**src/hdl/cfg_tail_regs.svh**
```systemverilog
`ifndef CFG_TAIL_REGS_SVH
`define CFG_TAIL_REGS_SVH

// byte offsets in configuration space
`define OFS_SUBSYS_VENDOR   8'h2c
`define OFS_SUBSYS_CODE     8'h2e
`define OFS_CAP_POINTER     8'h34
`define OFS_IRQ_ROUTING     8'h3c
`define OFS_IRQ_PIN         8'h3d
`define OFS_BURST_HINT      8'h3e
`define OFS_INTERVAL_HINT   8'h3f
`define OFS_TARGET_WAIT     8'h40
`define OFS_RERUN_LIMIT     8'h41

// fixed and reset values
`define CAP_POINTER_VAL     8'hdc
`define CAP_RSVD_MASK       8'hfc
`define IRQ_PIN_VAL         8'h01
`define IRQ_ROUTING_RST     8'h00
`define TARGET_WAIT_RST     8'h00
`define RERUN_LIMIT_RST     8'h80
`define OHCI_BURST_HINT     8'h01
`define EHCI_BURST_HINT     8'h02
`define OHCI_INTERVAL_HINT  8'h2a
`define EHCI_INTERVAL_HINT  8'h10
`define LIMIT_OFF           8'h00

// target-ready limit layout: 8 programmed bits over 5 zero bits
`define WAIT_LOW_ZEROS      5'h00
`define WAIT_CNT_MAX        13'h1fff
`define RERUN_CNT_MAX       8'hff

// hint timing
`define HINT_UNIT_NS        250
`define CLK_PERIOD_NS       4
`define HINT_UNIT_CYC       (`HINT_UNIT_NS / `CLK_PERIOD_NS)

`define ZERO_BYTE           8'h00
`define ZERO_HALF           16'h0000

`endif

```
**src/hdl/cfg_tail_pkg.sv**
```systemverilog
package cfg_tail_pkg;

   typedef struct packed {
      logic [7:0]  irq_routing_number;
      logic [7:0]  target_wait_limit;
      logic [7:0]  rerun_limit;
      logic [31:0] rdata;
      logic        ack;
      logic        fatal_bus_error_flag;
      logic        capability_list_flag;
      logic [15:0] burst_cyc;
      logic [15:0] interval_cyc;
      logic        latency_demand;
   } bank_state_t;

   typedef struct packed {
      logic [12:0] wait_cnt;
      logic [7:0]  rerun_cnt;
      logic        wait_fired;
      logic        rerun_fired;
      logic        wait_expired;
      logic        rerun_expired;
   } sup_state_t;

endpackage : cfg_tail_pkg

```
**src/hdl/wait_supervisor.sv**
```systemverilog
`timescale 1ns/100ps
`include "cfg_tail_regs.svh"

module wait_supervisor (
   input  wire logic       clk_i,
   input  wire logic       rstn_i,
   input  wire logic [7:0] target_wait_limit_i,
   input  wire logic [7:0] rerun_limit_i,
   input  wire logic       trdy_wait_i,
   input  wire logic       retry_i,
   input  wire logic       xfer_done_i,
   output logic            wait_expired_o,
   output logic            rerun_expired_o
);

   cfg_tail_pkg::sup_state_t st_r;
   cfg_tail_pkg::sup_state_t st_nxt;
   logic [12:0]              wait_limit;
   logic [12:0]              wait_next;
   logic [7:0]               rerun_next;

   assign wait_limit = {target_wait_limit_i, `WAIT_LOW_ZEROS};
   assign wait_next  = (st_r.wait_cnt == `WAIT_CNT_MAX) ? st_r.wait_cnt : st_r.wait_cnt + 13'h0001;
   assign rerun_next = (st_r.rerun_cnt == `RERUN_CNT_MAX) ? st_r.rerun_cnt : st_r.rerun_cnt + 8'h01;

   always_comb begin
      st_nxt = st_r;
      st_nxt.wait_expired  = 1'b0;
      st_nxt.rerun_expired = 1'b0;
      if (trdy_wait_i) begin
         st_nxt.wait_cnt = wait_next;
         if (target_wait_limit_i != `LIMIT_OFF && wait_next > wait_limit && !st_r.wait_fired) begin
            st_nxt.wait_expired = 1'b1;
            st_nxt.wait_fired   = 1'b1;
         end
      end else begin
         st_nxt.wait_cnt   = 13'h0000;
         st_nxt.wait_fired = 1'b0;
      end
      if (retry_i) begin
         st_nxt.rerun_cnt = rerun_next;
         if (rerun_limit_i != `LIMIT_OFF && rerun_next > rerun_limit_i && !st_r.rerun_fired) begin
            st_nxt.rerun_expired = 1'b1;
            st_nxt.rerun_fired   = 1'b1;
         end
      end
      if (xfer_done_i) begin
         st_nxt.rerun_cnt   = 8'h00;
         st_nxt.rerun_fired = 1'b0;
      end
   end

   always_ff @(posedge clk_i or negedge rstn_i) begin
      if (!rstn_i) begin
         st_r <= '0;
      end else begin
         st_r <= st_nxt;
      end
   end

   assign wait_expired_o  = st_r.wait_expired;
   assign rerun_expired_o = st_r.rerun_expired;

endmodule : wait_supervisor

```
**src/hdl/pci_config_header_tail.sv**
```systemverilog
`timescale 1ns/100ps
`include "cfg_tail_regs.svh"

module pci_config_header_tail #(
   // arbitrary neutral identity values
   parameter logic [15:0] SUBSYS_VENDOR_CODE = 16'h5a5a,
   parameter logic [15:0] OHCI_SUBSYS_CODE   = 16'h0a01,
   parameter logic [15:0] EHCI_SUBSYS_CODE   = 16'h0a02,
   parameter bit          IS_EHCI            = 1'b0
) (
   input  wire logic        clk_i,
   input  wire logic        rstn_i,
   input  wire logic        cfg_req_i,
   input  wire logic        cfg_we_i,
   input  wire logic [7:0]  cfg_addr_i,
   input  wire logic [3:0]  cfg_be_i,
   input  wire logic [31:0] cfg_wdata_i,
   output logic [31:0]      cfg_rdata_o,
   output logic             cfg_ack_o,
   input  wire logic        trdy_wait_i,
   input  wire logic        retry_i,
   input  wire logic        xfer_done_i,
   input  wire logic        fatal_clear_i,
   output logic             fatal_bus_error_flag_o,
   output logic             capability_list_flag_o,
   output logic [7:0]       irq_routing_number_o,
   output logic [15:0]      burst_hint_cyc_o,
   output logic [15:0]      interval_hint_cyc_o,
   output logic             latency_demand_o
);

   cfg_tail_pkg::bank_state_t st_r;
   cfg_tail_pkg::bank_state_t st_nxt;

   logic [15:0] subsys_code;
   logic [7:0]  burst_hint;
   logic [7:0]  interval_hint;
   logic [7:0]  cap_pointer;
   logic [5:0]  word_sel;
   logic        sel_subsys;
   logic        sel_cap;
   logic        sel_irq;
   logic        sel_limits;
   logic        wr;
   logic        wait_expired;
   logic        rerun_expired;
   logic [31:0] read_word;

   assign subsys_code   = IS_EHCI ? EHCI_SUBSYS_CODE : OHCI_SUBSYS_CODE;
   assign burst_hint    = IS_EHCI ? `EHCI_BURST_HINT : `OHCI_BURST_HINT;
   assign interval_hint = IS_EHCI ? `EHCI_INTERVAL_HINT : `OHCI_INTERVAL_HINT;
   assign cap_pointer   = `CAP_POINTER_VAL & `CAP_RSVD_MASK;

   assign word_sel   = cfg_addr_i[7:2];
   assign sel_subsys = word_sel == 6'(`OFS_SUBSYS_VENDOR >> 2);
   assign sel_cap    = word_sel == 6'(`OFS_CAP_POINTER >> 2);
   assign sel_irq    = word_sel == 6'(`OFS_IRQ_ROUTING >> 2);
   assign sel_limits = word_sel == 6'(`OFS_TARGET_WAIT >> 2);
   assign wr         = cfg_req_i && cfg_we_i;

   // read mux, one aligned dword per offset group
   always_comb begin
      read_word = 32'h0000_0000;
      if (sel_subsys) begin
         read_word = {subsys_code, SUBSYS_VENDOR_CODE};
      end else if (sel_cap) begin
         read_word = {`ZERO_HALF, `ZERO_BYTE, cap_pointer};
      end else if (sel_irq) begin
         read_word = {interval_hint, burst_hint, `IRQ_PIN_VAL, st_r.irq_routing_number};
      end else if (sel_limits) begin
         read_word = {`ZERO_HALF, st_r.rerun_limit, st_r.target_wait_limit};
      end
   end

   wait_supervisor u_sup (
      .clk_i               (clk_i),
      .rstn_i              (rstn_i),
      .target_wait_limit_i (st_r.target_wait_limit),
      .rerun_limit_i       (st_r.rerun_limit),
      .trdy_wait_i         (trdy_wait_i),
      .retry_i             (retry_i),
      .xfer_done_i         (xfer_done_i),
      .wait_expired_o      (wait_expired),
      .rerun_expired_o     (rerun_expired)
   );

   always_comb begin
      st_nxt     = st_r;
      st_nxt.ack = cfg_req_i;
      if (cfg_req_i && !cfg_we_i) begin
         st_nxt.rdata = read_word;
      end
      if (wr && sel_irq && cfg_be_i[0]) begin
         st_nxt.irq_routing_number = cfg_wdata_i[7:0];
      end
      if (wr && sel_limits && cfg_be_i[0]) begin
         st_nxt.target_wait_limit = cfg_wdata_i[7:0];
      end
      if (wr && sel_limits && cfg_be_i[1]) begin
         st_nxt.rerun_limit = cfg_wdata_i[15:8];
      end
      if (fatal_clear_i) begin
         st_nxt.fatal_bus_error_flag = 1'b0;
      end
      if (wait_expired || rerun_expired) begin
         st_nxt.fatal_bus_error_flag = 1'b1;
      end
      st_nxt.capability_list_flag = 1'b1;
      st_nxt.burst_cyc    = 16'(burst_hint * `HINT_UNIT_CYC);
      st_nxt.interval_cyc = 16'(interval_hint * `HINT_UNIT_CYC);
      st_nxt.latency_demand = (burst_hint != `ZERO_BYTE) || (interval_hint != `ZERO_BYTE);
   end

   always_ff @(posedge clk_i or negedge rstn_i) begin
      if (!rstn_i) begin
         st_r                      <= '0;
         st_r.irq_routing_number   <= `IRQ_ROUTING_RST;
         st_r.target_wait_limit    <= `TARGET_WAIT_RST;
         st_r.rerun_limit          <= `RERUN_LIMIT_RST;
         st_r.capability_list_flag <= 1'b1;
      end else begin
         st_r <= st_nxt;
      end
   end

   assign cfg_rdata_o            = st_r.rdata;
   assign cfg_ack_o              = st_r.ack;
   assign fatal_bus_error_flag_o = st_r.fatal_bus_error_flag;
   assign capability_list_flag_o = st_r.capability_list_flag;
   assign irq_routing_number_o   = st_r.irq_routing_number;
   assign burst_hint_cyc_o       = st_r.burst_cyc;
   assign interval_hint_cyc_o    = st_r.interval_cyc;
   assign latency_demand_o       = st_r.latency_demand;

   logic [12:0] wait_run_r;
   logic [7:0]  retry_run_r;

   // helper: consecutive target-ready wait cycles and retries per transfer
   always_ff @(posedge clk_i or negedge rstn_i) begin
      if (!rstn_i) begin
         wait_run_r <= 13'h0000;
      end else if (!trdy_wait_i) begin
         wait_run_r <= 13'h0000;
      end else if (wait_run_r != `WAIT_CNT_MAX) begin
         wait_run_r <= wait_run_r + 13'h0001;
      end
   end

   always_ff @(posedge clk_i or negedge rstn_i) begin
      if (!rstn_i) begin
         retry_run_r <= 8'h00;
      end else if (xfer_done_i) begin
         retry_run_r <= 8'h00;
      end else if (retry_i && retry_run_r != `RERUN_CNT_MAX) begin
         retry_run_r <= retry_run_r + 8'h01;
      end
   end
endmodule : pci_config_header_tail

```
**config.mk**
```make
export PLATFORM = sky130hd
export DESIGN_NAME = pci_config_header_tail
export DESIGN_NICKNAME = d
export VERILOG_FILES = /design/src/hdl/cfg_tail_pkg.sv /design/src/hdl/wait_supervisor.sv /design/src/hdl/pci_config_header_tail.sv
export VERILOG_INCLUDE_DIRS = /design/src /design/src/hdl
export SDC_FILE = /design/constraint.sdc
export NUM_CORES = 1
export LEC_CHECK = 0
export BUFFER_PORTS_ARGS = -buffer_cell sky130_fd_sc_hd__buf_2
export CAP_MARGIN = 20
export CORE_UTILIZATION = 30
export DETAILED_ROUTE_END_ITERATION = 8
export GPL_ROUTABILITY_DRIVEN = 0
export GPL_TIMING_DRIVEN = 0
export PLACE_DENSITY = 0.63
export SLEW_MARGIN = 40
export SYNTH_ARGS = -nofsm -noshare
export SYNTH_HDL_FRONTEND = slang
export SYNTH_HIERARCHICAL = 1
export SYNTH_SLANG_ARGS = --single-unit
```
**constraint.sdc**
```tcl
create_clock -name clk_i -period 2.4 [get_ports clk_i]
set_input_delay 0.48 -clock clk_i [delete_from_list [all_inputs] [get_ports clk_i]]
set_output_delay 0.48 -clock clk_i [all_outputs]
set_load 0.005 [all_outputs]
```
* After elaboration in Yosys (flattened, before gate mapping) *
Cells that the tools add are included.

word-level totals
  output and inout port bits = 76
  word-level logic and storage cells = 66
  register bits = 85
  input bits = 52

cells by class
  $lt $le $gt $ge = 2
  reductions and logical operators = 21
  eq/ne operators = 7
  add/subtract/negate cells = 2
  multiplexer cells = 20

operators by type and width
  cell                   count
  $mux 32                3
  $mux 13                2
  $mux 8                 3
  $eq 6x4->1 const B     3
  $mux 16                1
  $reduce_bool 8->1      2
  $add 13x1->13 const B  1
  $eq 13x13->1 const B   1
  $gt 13x13->1           1
  $logic_and 1x1->1      11
  $mux 1                 11
  $add 8x1->8 const B    1
  $eq 8x8->1 const B     1
  $gt 8x8->1             1
  $eq 6x5->1 const B     1
  $reduce_bool 2->1      3
  $logic_not 1->1        3
  $ne 2x1->1 const B     1
  $reduce_and 2->1       1
  $logic_or 1x1->1       1

* Logic depth before layout (Yosys ltp) *
Gate-level depths: netlist (run 1).

  depth in word-level cells = 8
  mapped depth = 12
  gate-level depth less buffers = 12

* Cells and area by module *
Netlist (run 1), hierarchy kept.

by module, submodules not included
  module                  times used  sequential area each (um^2)  cells each  area an instance (um^2)
  pci_config_header_tail  1           1,127.3                      221         2,411.1
  wait_supervisor         1           625.6                        201         1,829.3

* Worst setup path before layout (run 1) *
OpenSTA, ideal clock, no wires.

  kind = reg2reg
  from = register u_sup/st_r[12] (netlist name)
  to = register u_sup/st_r[3] (netlist name)
  setup slack = -294 ps
  required time = 2,279 ps
  clock period less this slack = 2,694 ps
  library setup time = 121 ps
  cell stages (with the launch flop) = 13
  buffers on the path = 2
  data arrival time = 2,573 ps
  cells stage by stage = dfrtp_1 > ha_1 > and3_4 > buf_6 > and2_4 > buf_6 > and3_1 > a31o_1 > ha_1 > nand4_1 > nor4_1 > a41oi_1 > a22o_1

on the way
  word-level cells in the longest chain between the ends = 6
  elaborated cells on any way between the ends = 7
  those cells by class = 1 x add/sub; 1 x order compare; 2 x eq/ne; 1 x mux; 2 x reduce/logical

RTL lines
  what                                                  RTL line               RTL
  start: declaration                                    wait_supervisor.sv:16  cfg_tail_pkg::sup_state_t st_r;
  start signal: assignment                              wait_supervisor.sv:57  st_r <= st_nxt;
  $add 13x1->13 / $eq 13x13->1 (equally long branches)  --
  $mux 13 *                                             wait_supervisor.sv:23  assign wait_next = (st_r.wait_cnt == `WAIT_CNT_MAX) ? st_r.wait_cnt : st_r.wait_cnt + 13'h0001;
  $gt 13x13->1 *                                        wait_supervisor.sv:32  if (target_wait_limit_i != `LIMIT_OFF && wait_next > wait_limit && !st_r.wait_fired) begin
  $logic_and 1x1->1 * (2 in series)                     wait_supervisor.sv:32
  $ne 2x1->1 (no source line) *                         --

Every way passes the cells marked *; elsewhere a longest branch is shown, timed or not.
A chain may end at the register's enable or synchronous reset.

==> results of run 1 <==
[through the flow]
stage | setup WS, ns | utilization (%)
floorplan | -0.117 | -
global placement | -0.470 | 35.8
detailed placement | -0.498 | 36.0
CTS | -0.146 | 38.7
global route | -0.311 | 39.5
finish | -0.203 | 39.5
[sequential cells by signal, summed over array words and instances, names as in the netlist]
register and flops:
cfg_rdata_o 18, u_sup/rerun_expired_o 1, irq_routing_number_o 8, u_sup/wait_expired_o 1, st_r 16, fatal_bus_error_flag_o 1, latency_demand_o 1, u_sup/st_r 23
cfg_ack_o 1
[what timing repair did]
item / 4_1_cts / 5_1_grt
setup buffers: 7 / 7
resized for setup: 10 / 15
pin swaps: 7 / 16
endpoints found under the setup margin: 4 / 4
[logic make-up (layout without fill, tap and decap cells)]
kind of cell	count (synthesis)	count (layout)	share of synthesized area, %
compound gates	62	62	9.71
xor+xnor	17	17	3.51
fa+ha+maj	18	18	5.31
buf+inv	105	203	16.6
flops	70	70	41.3
mux	25	25	6.64
other cells	2	36	0.177
simple gates	123	123	16.7
[power by group through the flow]
stage	clock, mW	sequential, mW	combinational [mW]
4_1_cts	1.34	1.30	0.419
3_5_place_dp	0	1.31	0.400
6_report	1.31	1.29	0.434
3_3_place_gp	0	1.31	0.388
5_1_grt	1.41	1.30	0.489
2_1_floorplan	0	1.30	0.257
[per-layer routing]
metal  up-vias  track usage [%]  share of wire, %
li1       1615                -                 -
met1      1575             16.4                44
met2       103             23.1                50
met3        14             3.10               4.7
met4         0             4.94               1.5
met5         -                0                 0
[cell usage in the layout, fill, tap and decap left out, drive strengths merged, types with 7 or more instances in the layout]
cell type  synthesis  layout
a21oi             20      20
and2              12      12
and3               7       7
buf               84     167
clkbuf             5      16
conb               2      36
dfrtp             69      69
ha                18      18
inv               16      16
mux2              25      25
nand2             32      32
nand3             18      18
nand4             10      10
nor2              17      17
o21ai              7       7
xnor2              9       9
xor2               8       8
[layout make-up]
type                       instances  area, µm²
inverter                          16       60.1
sequential                        70       1760
clock buffer                      11        243
clock inverter                     4       47.5
buffer                            87        621
tap                              180        225
fill                            1345       8360
timing repair buffer              85        485
multi-input combinational        281       2030
[worst max path at each step]
stage,startpoint,to,slack (ns),cells past startpoint
final,u_sup/st_r[13],u_sup/wait_expired_o,-0.20,11
after floorplan,u_sup/st_r[12],u_sup/st_r[3],-0.12,12
after CTS,u_sup/st_r[12],u_sup/st_r[3],-0.15,10
after global routing,u_sup/st_r[13],u_sup/st_r[3],-0.31,11
after global placement,u_sup/st_r[12],u_sup/wait_expired_o,-0.47,12
after detailed placement,u_sup/st_r[12],u_sup/st_r[3],-0.50,12
==> run metrics, run 1 <==
Reg2Reg Depth=11; Reg power frac=about 43%; RR Endpoint=u_sup/wait_expired_o; CP arrival=between 2 and 3 ns; final-report hold violation count=0; Pwr per Cell Area=about 560 nW/µm²; syn_area_per_cell=about 10 µm²; synth top area cells=dfrtp_1, buf_4, ha_1; Sw Pwr=roughly 0.74 mW; IO Pins=around 130; Synth top cells by count=buf_4, dfrtp_1, nand2_1; number of synthesized flops with an enable pin=0; Yosys cell types=52; starting DRC count in detailed routing=around 160; Worst Setup Path Type=reg -> reg; CTS root buf=clkbuf_16; sequential fraction of the synthesis area=41.3%; Startpoint Class=flip-flop; Critical Path End Type=flip-flop; WL/cell=12.9 µm; layout cell share with drive strength beyond 1=~41%; WP buf/inv=1; top-count cell post-synth=buf_4; area post-placement=roughly 5000 µm²; slew margin rel.=about three fifths; CP Data Required Time=2.62 ns; Max clock buf depth=2; Clock Latency Late Sink=around 0.33 ns; switching share of power=around a quarter; share of the synthesized area in the top cell type=40.7%; Cell Int Power=roughly 2.3 mW; global-route usage over all layers=13.5%; Worst-Margin Slew=between 0.5 and 0.6 ns; Vias/cell=around 4.5; Synth Flop Type=dfrtp_1; initial antenna violation count=0; crit share post-route=108%; Hold WS=between 0.02 and 0.03 ns; CP dominant cell by count=nand4_1; drt pass-1 iters=4; first-pass GRT wire length=between 15000 and 20000 µm; ys async rst share=between 90% and 100%; Fin Setup TNS=-0.421 ns; Synth Instances=roughly 420; peak supply drop=0.352 mV; DR vias=approximately 3.3k; post-route ant nets=0; failing checks=setup timing; Layout Skew=0.00516 ns; drt drc=0; die area=between 10000 and 15000 µm²; Final Net Count=a little over 600; largest net degree at the start of global routing=40; largest area contributor in the netlist=dfrtp_1; Synth Register Bits=70; Final Non-Filler Cells=around 730; input/output buffers=70; Mapped Area=between 4000 and 5000 µm²; combinational power share=approximately 14%; critical path's largest stage delay=0.40 ns; Placed Cells=roughly 710; LEAKAGE=between 2 and 3 nW; CTS tree=built; Die W=121 µm; Achievable Freq=384 MHz; Initial Utilization=a little under a third; CTS sink cnt=70; FP Rows=43; area grow syn2layout=28.9%; ANT cells=0; Syn. warnings=6; final worst slack=-0.203 ns; Slew Limit Fails=0; Slowest-stage cell, CP=dfrtp_1; Min-Delay Path Class=in -> async; Design Power=between 3 and 4 mW; Max Cap Viol=0; Clock power frac=between 40% and 50%; minimum clock period=roughly 2.6 ns; vias in the first global route=3147; Num CTS Buffers=9; H-tree levels=3; grt total ovfl=0; final wirelength=between 9000 and 10000 µm; outcome=complete, but fails checks; CP Cell Sequence=ha_4 > and3_4 > and2_4 > buf_6 > nand4_1 > xnor2_2 > ha_1 > nand4_1 > nor4_2 > a41oi_2 > and3b_1; CTS hold repair buffers=0; CTS clock-pin slew for the worst setup and hold paths=0.06 ns; post-DP HPWL=approximately 7000 µm; chip height=121 µm; # setup viols final=3; RR Startpoint=u_sup/st_r[13]; Final Cell Area=roughly 5500 µm²; flop-to-flop setup slack=-0.20 ns; Crit path max-delay family=simple AND/OR/NAND/NOR gates; core area=~14000 µm²; unrepaired setup endpoints after global routing=true; crit path max fanout=3
No activity file was read; power rests on OpenSTA's default activity.
==> run 2, diff against run 1 <==
--- a/config.mk
+++ b/config.mk
@@ -13,6 +13,8 @@
 export GPL_ROUTABILITY_DRIVEN = 0
 export GPL_TIMING_DRIVEN = 0
 export PLACE_DENSITY = 0.63
+export RECOVER_POWER = 50
+export REMOVE_ABC_BUFFERS = 1
 export SLEW_MARGIN = 40
 export SYNTH_ARGS = -nofsm -noshare
 export SYNTH_HDL_FRONTEND = slang
==> run 2 against run 1 <==
Compared with the run above:
- the flow finishes with violations (capacitance limit, slew limit, setup timing)
- clock skew up 0.0023 ns
- die area is the same
- flip-flop and latch count unchanged
- design area decreased by 12%
- critical endpoint unchanged
- highest routed layer unchanged
- register-to-register slack gained 0.15 ns
- global-route usage shrank 0.76 points
- worst setup slack better by 0.15 ns
- hold slack gained 0.33 ns
- via count is 8.7% lower
==> run metrics, run 2 (same netlist as run 1, synthesis figures left out) <==
outcome=complete, but fails checks; failing checks=capacitance limit, slew limit, setup timing; switching share of power=about a quarter; Largest register FFs=23; RR Endpoint=u_sup/wait_expired_o; hold_sp=cfg_wdata_i[11]; die area=about 15000 µm²; Worst Hold End=st_r[71]; Initial Utilization=between 30 and 40%; vias in the first global route=~3.0k; Num CTS Buffers=9; unrepaired setup endpoints after global routing=true; CTS root buf=clkbuf_16; WL/cell=about 14 µm; post-route ant nets=0; LEAKAGE=between 2 and 2.5 nW; worst hold stages=2; FP Rows=43; area grow syn2layout=13.3%; core area=approximately 14000 µm²; chip height=about 120 µm; first-pass GRT wire length=~15000 µm; RR Startpoint=u_sup/st_r[12]; Reg power frac=between 40% and 50%; peak supply drop=around 0.29 mV; Startpoint Class=flip-flop; Hold WS=0.361 ns; Clock power frac=about 45%; starting DRC count in detailed routing=96; DR vias=3018; pre-CTS WS=-0.500 ns; Min-Delay Path Class=in -> reg; Layout Skew=approximately 0.0075 ns; final wirelength=between 9000 and 10000 µm; CP arrival=about 2.7 ns; Final Net Count=about 540; Vias/cell=between 4 and 5; # setup viols final=2; Pwr per Cell Area=610 nW/µm²; grt total ovfl=0; crit path max fanout=4; IO Pins=roughly 130; commonest non-fill, non-tap cells in the layout=dfrtp_1, buf_2, conb_1; CTS hold repair buffers=0; Clock Latency Late Sink=0.33 ns; Top reg by flops=u_sup/st_r; layout cell share with drive strength beyond 1=29.6%; CTS sink cnt=70; combinational power share=a little under an eighth; Reg2Reg Depth=10; flop-to-flop setup slack=-0.05 ns; drt pass-1 iters=4; area post-placement=approximately 4300 µm²; global-route usage over all layers=about an eighth; slew margin rel.=-2.03%; initial antenna violation count=0; Slew Limit Fails=29; input/output buffers=72; minimum clock period=2.45 ns; Max clock buf depth=2; CP Data Required Time=2.61 ns; most common cell after layout, fill and taps aside=dfrtp_1; Fillers=between 1k and 1.5k; final worst slack=-0.0489 ns; Sw Pwr=between 0.7 and 0.8 mW; Critical Path End Type=flip-flop; largest net degree at the start of global routing=44; CTS clock-pin slew for the worst setup and hold paths=about 0.060 ns; post-layout util=roughly a third; crit share post-route=102%; drt drc=0; Worst-Margin Slew=1.53 ns; Worst Setup Path Type=reg -> reg; Max Cap Viol=1; Achievable Freq=between 400 and 500 MHz; H-tree levels=3; final-report hold violation count=0; Cell Int Power=2.19 mW; Die W=121 µm; ANT cells=0; Final Cell Area=about 4800 µm²; CTS tree=built; post-DP HPWL=between 6000 and 7000 µm
## run 2: cell types whose count changed in the layout (fill, tap and decap cells not counted), sizes merged
cell,change
clkinvlp,+1
clkbuf,+3
buf,-90
clkinv,+1
## run 2: worst max-delay path: stages, from the launching register on
cell     delay, ns
dfrtp_2       0.38
buf_4         0.14
and4_4        0.25
and3_1        0.16
nand4_1       0.14
xnor2_2       0.18
ha_1          0.32
a21oi_1       0.16
nand2_1       0.08
a211o_1       0.32
and3b_1       0.21
## run 2: through the flow
| stage | std cells | power, mW | setup TNS [ns] |
|---|---|---|---|
| 2_1_floorplan | 367 | 1.46 | -0.241 |
| 3_3_place_gp | 619 | 1.61 | -6.21 |
| 3_5_place_dp | 620 | 1.63 | -6.94 |
| 4_1_cts | 648 | 2.96 | -0.117 |
| 5_1_grt | 649 | 3.06 | -0.524 |
| 6_report | 649 | 2.93 | -0.0907 |
## run 2: power groups by stage
stage          Sequential (mW)  Combinational, mW  Clock, mW
2_1_floorplan             1.31              0.158          0
3_3_place_gp              1.31              0.301          0
3_5_place_dp              1.31              0.315          0
4_1_cts                   1.29              0.339       1.33
5_1_grt                   1.30              0.380       1.38
6_report                  1.29              0.335       1.30
## run 2: per-layer routing
metal,up-vias,wire length (µm),global-route usage (%)
li1,1445,-,-
met2,92,4360,20.5
met5,-,0,0
met4,0,124,4.09
met1,1468,4200,16.9
met3,13,397,2.77
## run 2: layout make-up
class	count	area, µm²	area share (%)
Multi-Input combinational cell	281	2010	41.8
Clock inverter	6	63.8	1.33
Inverter	16	60.1	1.25
Clock buffer	9	225	4.69
Tap cell	180	225	4.69
Timing Repair Buffer	87	465	9.68
Sequential cell	70	1760	36.6
## run 2: worst max-delay path by stage
| stage | from | cells past startpoint | slack, ns | to |
|---|---|---|---|---|
| floorplan | u_sup/st_r[12] | 10 | -0.12 | u_sup/st_r[3] |
| global placement | cfg_addr_i[4] | 5 | -0.46 | st_r[68] |
| detailed placement | cfg_addr_i[4] | 5 | -0.50 | st_r[74] |
| CTS | u_sup/st_r[13] | 10 | -0.07 | u_sup/wait_expired_o |
| global route | u_sup/st_r[13] | 10 | -0.16 | u_sup/wait_expired_o |
| finish | u_sup/st_r[12] | 10 | -0.05 | u_sup/wait_expired_o |
## run 2: repair_timing
item / 4_1_cts / 5_1_grt
buffers inserted: 13 / 1
resized for setup: 15 / 8
setup endpoints to repair: 12 / 4
pin swaps: 10 / 13
==> run 3, diff against run 2 <==
--- a/config.mk
+++ b/config.mk
@@ -7,12 +7,12 @@
 export NUM_CORES = 1
 export LEC_CHECK = 0
 export BUFFER_PORTS_ARGS = -buffer_cell sky130_fd_sc_hd__buf_2
-export CAP_MARGIN = 20
-export CORE_UTILIZATION = 30
+export CAP_MARGIN = 5
+export CORE_UTILIZATION = 46
 export DETAILED_ROUTE_END_ITERATION = 8
 export GPL_ROUTABILITY_DRIVEN = 0
 export GPL_TIMING_DRIVEN = 0
-export PLACE_DENSITY = 0.63
+export PLACE_DENSITY = 0.85
 export RECOVER_POWER = 50
 export REMOVE_ABC_BUFFERS = 1
 export SLEW_MARGIN = 40
==> constraint.sdc (replaced) <==
create_clock -name clk_i -period 2.1 [get_ports clk_i]
set_input_delay 0.42 -clock clk_i [delete_from_list [all_inputs] [get_ports clk_i]]
set_output_delay 0.42 -clock clk_i [all_outputs]
set_load 0.005 [all_outputs]
==> run 3 against run 2 <==
Compared with the run above:
- total power shrank 0.74%
- worst setup slack lost 0.42 ns
- the run ends with DRC, setup timing left
- register-to-register slack lost 0.42 ns
- critical path depth is the same
==> run metrics, run 3 (same netlist as run 1, synthesis figures left out) <==
drt drc=10; H-tree levels=3; first-pass GRT wire length=around 15000 µm; final-report hold violation count=0; area post-placement=~4300 µm²; outcome=complete, but fails checks; WL/cell=~17 µm; CP arrival=approximately 2.8 ns; slew margin rel.=6.41%; area grow syn2layout=13.1%; layout cell share with drive strength beyond 1=between 30% and 40%; # setup viols final=4; starting DRC count in detailed routing=276; Worst Setup Path Type=reg -> reg; Clock Latency Late Sink=~0.35 ns; IO Pins=roughly 130; CP Data Required Time=approximately 2.3 ns; Layout Skew=about 0.0067 ns; crit share post-route=122%; chip height=98.0 µm; DR vias=~3.3k; Design Power=2.91 mW; FP Rows=34; Largest register FFs=23; Max clock buf depth=2; drt pass-1 iters=7; ANT cells=0; vias in the first global route=about 3.1k; Final Cell Area=~4800 µm²; Top reg by flops=u_sup/st_r; Slew Limit Fails=0; largest net degree at the start of global routing=47; CTS root buf=clkbuf_8; LEAKAGE=2.37 nW; Initial Utilization=48.2%; Pwr per Cell Area=a little over 600 nW/µm²; CTS clock-pin slew for the worst setup and hold paths=about 0.07 ns; CTS sink cnt=70; most common cell after layout, fill and taps aside=dfrtp_1; post-route ant nets=0; Die W=around 98 µm; minimum clock period=2.57 ns; Achievable Freq=about 390 MHz; Worst-Margin Slew=between 1 and 1.5 ns; unrepaired setup endpoints after global routing=true; final wirelength=10200 µm; initial antenna violation count=0; post-DP HPWL=around 6400 µm; grt total ovfl=0; peak supply drop=0.718 mV; core area=8810 µm²; die area=about 9600 µm²; commonest non-fill, non-tap cells in the layout=dfrtp_1, buf_2, conb_1; Startpoint Class=flip-flop; failing checks=DRC, setup timing; Min-Delay Path Class=in -> reg; final worst slack=-0.466 ns; Critical Path End Type=flip-flop; Hold WS=about 0.26 ns; input/output buffers=roughly 70; crit path max fanout=7; Vias/cell=5.66; global-route usage over all layers=20.4%; Num CTS Buffers=9; Max Cap Viol=0; Final Net Count=546; CTS tree=built
-- run 3: cell count changes in the layout (fill, tap and decap cells not counted), moves of 3 or more --
cell	before	now
clkbuf_8	0	11
clkbuf_16	9	0
buf_4	13	21
ha_1	16	13
-- run 3: timing repair --
item,4_1_cts,5_1_grt
endpoints found under the hold margin,24,0
hold buffers,1,0
setup buffers,17,7
gates cloned,0,0
pin swaps,19,13
endpoints found under the setup margin,20,4
gates resized for setup,22,19
-- run 3: where the power goes --
group          switching, mW  internal, mW  total [mW]
combinational          0.234         0.183       0.417
sequential            0.0555          1.42        1.47
clock                  0.527         0.491        1.02
total                  0.816          2.09        2.91
-- run 3: critical path: stages, from the launching register on --
cell	delay, ns
dfrtp_1	0.46
and4_4	0.28
and2_2	0.22
a21oi_1	0.10
nor2_2	0.18
ha_1	0.27
nor2b_1	0.14
o211ai_1	0.21
a21oi_1	0.13
a211o_1	0.26
a22o_1	0.21
-- run 3: area by class of cell --
class,count,area (µm²)
Fill cell,709,4010
Clock buffer,11,151
Multi-Input combinational cell,281,2090
Sequential cell,70,1760
Tap cell,108,135
Clock inverter,5,33.8
Inverter,16,60.1
Timing Repair Buffer,98,564
-- run 3: metrics by stage --
stage / utilization (%) / setup slack [ns] / setup TNS, ns / std cells
global route: 54.4 / -0.594 / -3.82 / 589
floorplan: - / -0.419 / -2.78 / 367
global placement: 47.9 / -0.667 / -12.42 / 547
detailed placement: 48.3 / -0.720 / -14.47 / 548
CTS: 53.2 / -0.331 / -0.964 / 582
finish: 54.4 / -0.466 / -1.54 / 589
-- run 3: metal layers --
layer  track usage, %  vias to the layer above  wire length [µm]
met5                0                        -                 0
met2             32.4                      181              4970
met1             26.1                     1635              4290
li1                 -                     1472                 -
met4             9.21                        0               353
met3             5.23                       46               631
-- run 3: final timing paths --
| check | start | endpoint | slack, ns | depth (start not counted) |
|---|---|---|---|---|
| setup / recovery | u_sup/st_r[20] | u_sup/st_r[3] | -0.47 | 10 |
| hold / removal | fatal_clear_i | fatal_bus_error_flag_o | 0.26 | 2 |
| setup reg to reg | u_sup/st_r[20] | u_sup/st_r[3] | -0.47 | 10 |
| hold reg to reg | u_sup/wait_expired_o | fatal_bus_error_flag_o | 0.46 | 2 |
| max in group asynchronous | rstn_i | st_r[75] | 0.17 | 3 |
| min in group asynchronous | rstn_i | cfg_rdata_o[0] | 0.92 | 2 |
